## src/inc/hic_params.svh

```systemverilog
// constants of the host i/o channel controller
`ifndef HIC_PARAMS_SVH
`define HIC_PARAMS_SVH
// ----------------------------------------------------------------
// timing
// ----------------------------------------------------------------
`define HIC_CLK_NS 50
`define HIC_STAGGER_NS 100
`define HIC_REMOVE_NS 100
`define HIC_TIMEOUT_NS 10000
// ----------------------------------------------------------------
// register offsets
// ----------------------------------------------------------------
`define HIC_OFS_OP 8'h00
`define HIC_OFS_OUT 8'h04
`define HIC_OFS_STAT 8'h08
`define HIC_OFS_IN 8'h0C
`define HIC_OFS_CLEAR 8'h10
// ----------------------------------------------------------------
// status bit positions
// ----------------------------------------------------------------
`define HIC_ST_BUSY 0
`define HIC_ST_DONE 1
`define HIC_ST_TIMEOUT 2
`define HIC_ST_ATTN 3
`define HIC_ST_CLEAR 4
// ----------------------------------------------------------------
// reset values and line indices
// ----------------------------------------------------------------
`define HIC_LINES_IDLE 8'hFF
`define HIC_ACK_LINE 5
`define HIC_OP_LAST 3'h5
`endif

```

## src/inc/hic_pkg.sv

```systemverilog
// types of the host i/o channel controller
package hic_pkg;
  // ----------------------------------------------------------------
  // sequencer states
  // ----------------------------------------------------------------
  typedef enum logic [2:0] {
    ST_IDLE = 3'h0,
    ST_SETUP = 3'h1,
    ST_STROBE = 3'h2,
    ST_RELEASE = 3'h3,
    ST_HOLD = 3'h4
  } hic_state_e;
  // ----------------------------------------------------------------
  // operations; the code is the index of the control strobe line
  // ----------------------------------------------------------------
  typedef enum logic [2:0] {
    OP_ADDR = 3'h0,
    OP_STAT = 3'h1,
    OP_DREQ = 3'h2,
    OP_DOUT = 3'h3,
    OP_CMD = 3'h4,
    OP_ACK = 3'h5
  } hic_op_e;
  // ----------------------------------------------------------------
  // outbound bus lines, active low
  // ----------------------------------------------------------------
  typedef struct packed {
    logic [7:0] strobe_n;
    logic [7:0] out_n;
  } hic_bus_s;
endpackage

```

## src/rtl/hic_host.sv

```systemverilog
// host side i/o channel controller driving the byte-wide device bus
`timescale 1ns/10ps
`include "hic_params.svh"

module hic_host (
  // clock and reset
  input wire logic SYS_CLK_IN,
  input wire logic RST_N_IN,
  // software register port
  input wire logic [7:0] ADDR_IN,
  input wire logic [7:0] WR_DATA_IN,
  input wire logic WR_IN,
  input wire logic RD_IN,
  output logic [7:0] RD_DATA_OUT,
  // device bus, outbound
  // bus line groups
  output logic [7:0] HOST_OUT_LINES_N_OUT,
  output logic [7:0] CONTROL_STROBE_LINES_N_OUT,
  output logic SYSTEM_CLEAR_LINE_N_OUT,
  // device bus, inbound
  input wire logic [7:0] DEVICE_RETURN_LINES_N_IN,
  input wire logic HANDSHAKE_RETURN_N_IN,
  input wire logic ATTENTION_REQUEST_N_IN
);

  // ----------------------------------------------------------------
  // cycle counts
  // ----------------------------------------------------------------
  function automatic logic [7:0] ns_to_cyc(input int ns, input bit up);
    int c;
    c = up ? (ns + `HIC_CLK_NS - 1) / `HIC_CLK_NS : ns / `HIC_CLK_NS;
    if (c < 1) begin
      c = 1;
    end
    return c[7:0];
  endfunction

  localparam logic [7:0] STAGGER_CYC = ns_to_cyc(`HIC_STAGGER_NS, 1'b1);
  localparam logic [7:0] REMOVE_CYC = ns_to_cyc(`HIC_REMOVE_NS, 1'b1);
  localparam logic [7:0] TIMEOUT_CYC = ns_to_cyc(`HIC_TIMEOUT_NS, 1'b0);

  hic_pkg::hic_state_e state;
  hic_pkg::hic_op_e op;
  hic_pkg::hic_bus_s bus;
  logic [7:0] cnt;
  logic [7:0] out_byte;
  logic [7:0] in_byte;
  logic [9:0] sync1;
  logic [9:0] sync2;
  logic done;
  logic timeout;
  logic clear_on;
  logic [7:0] return_byte_n;
  logic handshake_n;
  logic attention_n;
  logic launch;
  logic handshake_seen;
  logic strobe_to;
  logic release_end;
  logic hold_end;

  // ----------------------------------------------------------------
  // input synchroniser
  // ----------------------------------------------------------------
  // two flop sync
  always_ff @(posedge SYS_CLK_IN) begin
    if (!RST_N_IN) begin
      sync1 <= 10'h3FF;
      sync2 <= 10'h3FF;
    end else begin
      sync1 <= {ATTENTION_REQUEST_N_IN, HANDSHAKE_RETURN_N_IN,
                DEVICE_RETURN_LINES_N_IN};
      sync2 <= sync1;
    end
  end

  assign return_byte_n = sync2[7:0];
  assign handshake_n = sync2[8];
  assign attention_n = sync2[9];

  // ----------------------------------------------------------------
  // sequencer
  // ----------------------------------------------------------------
  assign launch = WR_IN && (ADDR_IN == `HIC_OFS_OP) &&
                  (state == hic_pkg::ST_IDLE) &&
                  (WR_DATA_IN[2:0] <= `HIC_OP_LAST);
  assign handshake_seen = (state == hic_pkg::ST_STROBE) && !handshake_n;
  assign strobe_to = (state == hic_pkg::ST_STROBE) && handshake_n &&
                     (cnt == 8'h00);
  assign release_end = (state == hic_pkg::ST_RELEASE) &&
                       (handshake_n || (cnt == 8'h00));
  assign hold_end = (state == hic_pkg::ST_HOLD) && (cnt == 8'h00);

  always_ff @(posedge SYS_CLK_IN) begin
    if (!RST_N_IN) begin
      state <= hic_pkg::ST_IDLE;
      op <= hic_pkg::OP_ADDR;
      cnt <= 8'h00;
    end else begin
      case (state)
        hic_pkg::ST_IDLE: begin
          if (launch) begin
            op <= hic_pkg::hic_op_e'(WR_DATA_IN[2:0]);
            cnt <= STAGGER_CYC - 8'h01;
            state <= hic_pkg::ST_SETUP;
          end
        end
        hic_pkg::ST_SETUP: begin
          if (cnt == 8'h00) begin
            cnt <= TIMEOUT_CYC - 8'h01;
            state <= hic_pkg::ST_STROBE;
          end else begin
            cnt <= cnt - 8'h01;
          end
        end
        hic_pkg::ST_STROBE: begin
          if (handshake_seen || strobe_to) begin
            cnt <= TIMEOUT_CYC - 8'h01;
            state <= hic_pkg::ST_RELEASE;
          end else begin
            cnt <= cnt - 8'h01;
          end
        end
        hic_pkg::ST_RELEASE: begin
          if (release_end) begin
            cnt <= REMOVE_CYC - 8'h01;
            state <= hic_pkg::ST_HOLD;
          end else begin
            cnt <= cnt - 8'h01;
          end
        end
        hic_pkg::ST_HOLD: begin
          if (hold_end) begin
            state <= hic_pkg::ST_IDLE;
          end else begin
            cnt <= cnt - 8'h01;
          end
        end
        default: begin
          state <= hic_pkg::ST_IDLE;
        end
      endcase
    end
  end

  // ----------------------------------------------------------------
  // bus drivers
  // ----------------------------------------------------------------
  always_ff @(posedge SYS_CLK_IN) begin
    if (!RST_N_IN) begin
      bus.strobe_n <= `HIC_LINES_IDLE;
      bus.out_n <= `HIC_LINES_IDLE;
    end else begin
      if (launch) begin
        case (WR_DATA_IN[2:0])
          hic_pkg::OP_ADDR, hic_pkg::OP_DOUT, hic_pkg::OP_CMD: begin
            bus.out_n <= ~out_byte;
          end
          default: begin
            bus.out_n <= `HIC_LINES_IDLE;
          end
        endcase
      end else if (hold_end) begin
        bus.out_n <= `HIC_LINES_IDLE;
      end
      if ((state == hic_pkg::ST_SETUP) && (cnt == 8'h00)) begin
        bus.strobe_n <= ~(8'h01 << op);
      end else if (handshake_seen || strobe_to) begin
        bus.strobe_n <= `HIC_LINES_IDLE;
      end
    end
  end

  assign HOST_OUT_LINES_N_OUT = bus.out_n;
  assign CONTROL_STROBE_LINES_N_OUT = bus.strobe_n;

  // ----------------------------------------------------------------
  // software registers and flags
  // ----------------------------------------------------------------
  always_ff @(posedge SYS_CLK_IN) begin
    if (!RST_N_IN) begin
      out_byte <= 8'h00;
      in_byte <= 8'h00;
      done <= 1'b0;
      timeout <= 1'b0;
      clear_on <= 1'b0;
      SYSTEM_CLEAR_LINE_N_OUT <= 1'b1;
    end else begin
      if (WR_IN && (ADDR_IN == `HIC_OFS_OUT)) begin
        out_byte <= WR_DATA_IN;
      end
      if (WR_IN && (ADDR_IN == `HIC_OFS_CLEAR)) begin
        clear_on <= WR_DATA_IN[0];
        SYSTEM_CLEAR_LINE_N_OUT <= ~WR_DATA_IN[0];
      end
      if (handshake_seen) begin
        in_byte <= ~return_byte_n;
      end
      if (launch) begin
        done <= 1'b0;
        timeout <= 1'b0;
      end else begin
        if (hold_end) begin
          done <= 1'b1;
        end
        if (strobe_to || ((state == hic_pkg::ST_RELEASE) && !handshake_n &&
            (cnt == 8'h00))) begin
          timeout <= 1'b1;
        end
      end
    end
  end

  always_ff @(posedge SYS_CLK_IN) begin
    if (!RST_N_IN) begin
      RD_DATA_OUT <= 8'h00;
    end else if (RD_IN) begin
      case (ADDR_IN)
        `HIC_OFS_OUT: RD_DATA_OUT <= out_byte;
        `HIC_OFS_IN: RD_DATA_OUT <= in_byte;
        `HIC_OFS_STAT: begin
          RD_DATA_OUT <= 8'h00;
          RD_DATA_OUT[`HIC_ST_BUSY] <= (state != hic_pkg::ST_IDLE);
          RD_DATA_OUT[`HIC_ST_DONE] <= done;
          RD_DATA_OUT[`HIC_ST_TIMEOUT] <= timeout;
          RD_DATA_OUT[`HIC_ST_ATTN] <= ~attention_n;
          RD_DATA_OUT[`HIC_ST_CLEAR] <= clear_on;
        end
        default: RD_DATA_OUT <= 8'h00;
      endcase
    end else begin
      RD_DATA_OUT <= 8'h00;
    end
  end
endmodule // hic_host

```

## config.mk

```make
export PLATFORM = sky130hd
export DESIGN_NAME = hic_host
export DESIGN_NICKNAME = d
export VERILOG_FILES = /design/src/inc/hic_pkg.sv /design/src/rtl/hic_host.sv
export VERILOG_INCLUDE_DIRS = /design/src /design/src/inc
export SDC_FILE = /design/constraint.sdc
export NUM_CORES = 1
export LEC_CHECK = 0
export BUFFER_PORTS_ARGS = -buffer_cell sky130_fd_sc_hd__buf_4
export CAP_MARGIN = 40
export CORE_UTILIZATION = 60
export CTS_BUF_LIST = sky130_fd_sc_hd__clkbuf_8
export CTS_CLUSTER_SIZE = 8
export DETAILED_ROUTE_END_ITERATION = 6
export PLACE_DENSITY = 0.84
export SETUP_SLACK_MARGIN = 0.5
export SLEW_MARGIN = 25
export SYNTH_ARGS = -nofsm -noshare
export SYNTH_HDL_FRONTEND = slang
export SYNTH_SLANG_ARGS = --single-unit
```

## constraint.sdc

```tcl
create_clock -name SYS_CLK_IN -period 4.15 [get_ports SYS_CLK_IN]
set_input_delay 0.83 -clock SYS_CLK_IN [delete_from_list [all_inputs] [get_ports SYS_CLK_IN]]
set_output_delay 0.83 -clock SYS_CLK_IN [all_outputs]
set_load 0.005 [all_outputs]
```

# --- Word-level counts from Yosys, hierarchy flattened ---
# Index checks and enable logic that the tools add are counted.
word_totals:
  in_bits: 30
  output_inout_bits: 25
  elab_cells: 88
  regBits: 78
classes:
  shifts: 1
  reduce_logical: 31
  mux: 18
  n_lt_le_gt_ge: 1
  bitwise_logic: 6
  addsub: 1
  eq_ne: 16
ops:
  columns: ["operator", "count"]
  rows:
  - ["2-to-1 mux 8 bit", 10]
  - ["case mux 8 bit (5 select lines)", 1]
  - ["NOT 8 bit", 3]
  - ["case mux 8 bit (3 select lines)", 1]
  - ["== test 8 x 4 -> 1 bit (second input constant)", 2]
  - ["zero test 8 bit", 2]
  - ["2-to-1 mux 3 bit", 5]
  - ["case mux 3 bit (5 select lines)", 1]
  - ["logical AND 1 bit", 13]
  - ["inequality test 2 bit (second input constant)", 5]
  - ["== test 3 x 2 -> 1 bit (second input constant)", 3]
  - ["== test 8 x 3 -> 1 bit (second input constant)", 1]
  - ["== test 8 x 5 -> 1 bit (second input constant)", 1]
  - ["<< shifter 1 x 3 -> 8 bit (first input constant)", 1]
  - ["subtractor 8 x 1 -> 8 bit (second input constant)", 1]
  - ["== test 3 bit (second input constant)", 2]
  - ["zero test 3 bit", 2]
  - ["AND reduction 5 bit", 1]
  - ["nonzero test 5 bit", 1]
  - ["AND reduction 2 bit", 2]
  - ["nonzero test 2 bit", 2]
  - ["== test 3 x 1 -> 1 bit (second input constant)", 1]
  - ["less-or-equal comparator 3 bit (second input constant)", 1]
  - ["logical OR 1 bit", 3]
  - ["other kinds (7)", 9]

# --- Depth between registers and ports, before layout ---
logic_depth:
  depth_word: 6
  mapped_depth: 8
  mapped_depth_nobuf: 7

# --- Worst setup path before layout ---
# Ideal clock, no wire load.
synth_path:
  kind: "input-to-reg"
  from: "in ADDR_IN[2]"
  to: "reg bus, in the netlist HOST_OUT_LINES_N_OUT[0]"
  required_time_ps: 4021
  setup_time_ps: 129
  cell_stages: 6
  path_buffers: 1
  arrival_ps: 2058
  path_slack_ps: 1963
  cell_sequence: "buf_2 -> nor3b_2 -> nand4_2 -> nor3_2 -> o2bb2ai_1 -> nand2_1"
synth_between:
  elab_chain_cells: 5
  word_cells_on_any_way: 6
  cone_classes: "mux (1); reduce/logical (5)"
synth_lines:
  columns: ["item", "line", "text"]
  rows:
  - ["start, declared", "hic_host.sv:10", "input wire logic [7:0] ADDR_IN,"]
  - ["zero test 8 bit (no line) *", null, null]
  - ["logical AND 1 bit * (3 in a row)", "hic_host.sv:84", "assign launch = WR_IN && (ADDR_IN == `HIC_OFS_OP) &&"]
  - ["2-to-1 mux 8 bit or nonzero test 2 bit (tied branches)", null, null]
  - ["end, declared", "hic_host.sv:44", "hic_pkg::hic_bus_s bus;"]
# Mark *: on every way between the ends. The rest lies on a longest branch, timed or not.
# A chain may end at the register's enable or synchronous reset.

# --- Worst setup path after layout ---
layout_path:
  from: "in ADDR_IN[1]"
  to: "reg out_byte[4]"
layout_between:
  elab_chain_cells: 2
layout_lines:
  columns: ["item", "line", "text"]
  rows:
  - ["== test 8 x 3 -> 1 bit", null, null]
  - ["logical AND 1 bit", "hic_host.sv:189", "if (WR_IN && (ADDR_IN == `HIC_OFS_OUT)) begin"]
  - ["end signal, assigned", "hic_host.sv:182", "out_byte <= 8'h00;"]
  - ["end signal, assigned", "hic_host.sv:190", "out_byte <= WR_DATA_IN;"]
  - ["end, declared", "hic_host.sv:46", "logic [7:0] out_byte;"]
# No other way between the ends.

==> flow_summary.ini <==
[outcome]
status = completed

[floorplan]
die_w_um = 76.2
row_count = 26
pin_count = 55
die_y_um = 76.2
start_util_pct = 63.4
die-area_um2 = 5800
coreArea_um2 = 5200

[timing]
drv_slew = 0
finClkSkew_ns = 0.0106
period_share_pct = 55.2
post-route-min-period_ns = 2.29
finalHoldViolations = 0
setup_viol = 0
rsz0062_at_grt = no
max_freq_mhz = 437
tns_ns = 0
fin_ws_ns = 1.86
relSlewSlack_pct = 57.7
worst_pin_slew_ns = 0.635

[critical_path]
r2r-end = cnt[7]
ff2ff_path_depth = 7
r2r_setup_slack_ns = 1.94
rr_startpoint = cnt[0]
crit_path_start_kind = primary input
worstSetupPathType = primary input to flip-flop
path_max_fanout = 8
required_ns = 4.39
critPathCaptureType = flip-flop
worst_ep_arrival_time_ns = 2.53

[place]
pre_cts_slack_ns = 1.54
port_buffers = 54
detailed_place_hpwl_um = 4770
place.gp.congestion = 0.892

[cts]
cts_sinks = 78
cts-root-buf = clkbuf_8
postCtsSetupRepairBufs = 0
ctsHoldBuffers = 0
cts_max_path_buffers = 2
cts_tree = yes
clk_pin_slew_ns = 0.09
numCtsBuffers = 9
htree_levels = 3
clock_latency_ns = 0.35
cts_resized = 0

[route]
ant_nets = 0
routed_wl_um = 7140
drt_iter0_drc = 171
drc = 0
drt_first_pass_iters = 4
vias = 2696
wl_per_cell_um = 15.2
viasPerCell = 5.72

[cells_and_area]
fillers = 386
nets = 427
final_cell_mix = dfxtp_1 (78), buf_4 (54), nand2_1 (33)
area_growth_pct = 18.7
diodes = 0
drive_gt1_share_pct = 21.7
final_common_cell = dfxtp_1
fin_util_pct = 75.3

[logic_synthesis]
synth_xor_area_share_pct = 1.33
synth-compound-area-share_pct = 19.1
synth_fp_nets = 381
synth_area_per_cell_um2 = 9.43
async_flop_share_pct = 0
synth_flop_cell = dfxtp_1
postSynthCellCount = 350
synth_adder_area_share_pct = 0.379
ys_types = 56
synthTopCellsByArea = dfxtp_1 (47%), nand2b_1 (4.9%), mux2i_1 (3.9%)
synth_seq_cells = 78
synth_top_area_cell = dfxtp_1
synth_mux_area_share_pct = 5.65
synth_area_um2 = 3300
synth_top_family_by_area = simple AND/OR/NAND/NOR gates
synth_edf_count = 0
yosys_warnings = 0
synthSimpleGateAreaFrac_pct = 23.2
synth-seq-area-share_pct = 47.3
synth_top_area_share_pct = 47.3

[power]
vdd_drop_max_v = 0.000403
p_per_area_nw_per_um2 = 481
power_leakage_uw = 0.00167
finalPower_uw = 1880

[job]
maxCapViolations = 0

[grt]
grt_antenna_before_repair = 0
grt_pass1_wl_um = 12100
grt-ovfl-total = 0
grt_max_degree = 72
grt_pass1_vias = 2548
track_usage_pct = 26.6

[min_path]
hold_end = sync2[3]
hp-start = sync1[3]
hold_path_class = flip-flop to flip-flop
min_delay_path_depth = 1
[routing by layer]
| layer | GRT usage, % | vias to the layer above | share of wire (%) |
|---|---|---|---|
| li1 | - | 1330 | - |
| met4 | 11.0 | 0 | 1.7 |
| met1 | 34.1 | 1276 | 45 |
| met3 | 5.87 | 11 | 5.1 |
| met2 | 43.4 | 79 | 48 |
| met5 | 0 | - | 0 |
[how the worst max path moves through the flow]
stage	startpoint	to	slack, ns	cells after the start
floorplan	ADDR_IN[2]	HOST_OUT_LINES_N_OUT[0]	1.96	6
global placement	ADDR_IN[1]	out_byte[2]	1.61	6
detailed placement	ADDR_IN[1]	out_byte[7]	1.54	6
CTS	ADDR_IN[1]	out_byte[4]	1.87	6
global route	ADDR_IN[1]	out_byte[4]	1.73	6
finish	ADDR_IN[1]	out_byte[4]	1.86	6
[kinds of logic after synthesis]
kind of cell	after synthesis
multiplexers	18
adder cells (fa/ha/maj)	1
buffers and inverters	25
AND/OR/NAND/NOR	136
AO/OA/AOI/OAI	87
XOR/XNOR	5
flip-flops	78
[critical path: stages]
cell	delay (ns)
buf_4	0.12
nor4_2	0.42
and2_1	0.26
nand4b_1	0.47
mux2i_1	0.34
nor2b_1	0.09
[stage by stage]
step / hold WS [ns] / cell area [um2] / std cells
finish: 0.410 / 3920 / 471
global route: 0.427 / 3920 / 471
CTS: 0.412 / 3920 / 471
detailed placement: 0.397 / 3710 / 455
global placement: 0.388 / 3710 / 455
floorplan: 0.386 / 3300 / 350
[cell type report]
type	count	area, um2	share of cell area, %
Sequential cell	78	1560	39.8
Tap cell	70	87.6	2.23
Clock inverter	7	80.1	2.04
Multi-Input combinational cell	247	1640	41.8
Timing Repair Buffer	54	405	10.3
Clock buffer	9	124	3.16
Inverter	6	22.5	0.575
[synthesized netlist by cell type, types with 6 or more instances]
library cell and number:
dfxtp_1 78, nand2_1 33, nor2_1 29, nand2b_1 26, a21oi_1 19, mux2i_1 13
nor2b_1 13, clkbuf_1 12, o21ai_1 12, o211a_1 8, o2bb2ai_1 8, o21ai_0 7
buf_2 6, inv_1 6
[sequential cells by signal (all words and copies together), names as in the netlist, 3 cells and up]
| signal | cells |
|---|---|
| sync2 | 10 |
| op | 3 |
| CONTROL_STROBE_LINES_N_OUT | 8 |
| out_byte | 8 |
| state | 3 |
| sync1 | 10 |
| HOST_OUT_LINES_N_OUT | 8 |
| in_byte | 8 |
| cnt | 8 |
| RD_DATA_OUT | 8 |
[power breakdown]
part	internal [uW]	switching, uW	leakage, uW
registers	781	39.8	0.000634
logic	184	298	0.000934
clock network	286	294	0.000102
No activity file was read; power rests on OpenSTA's default activity.
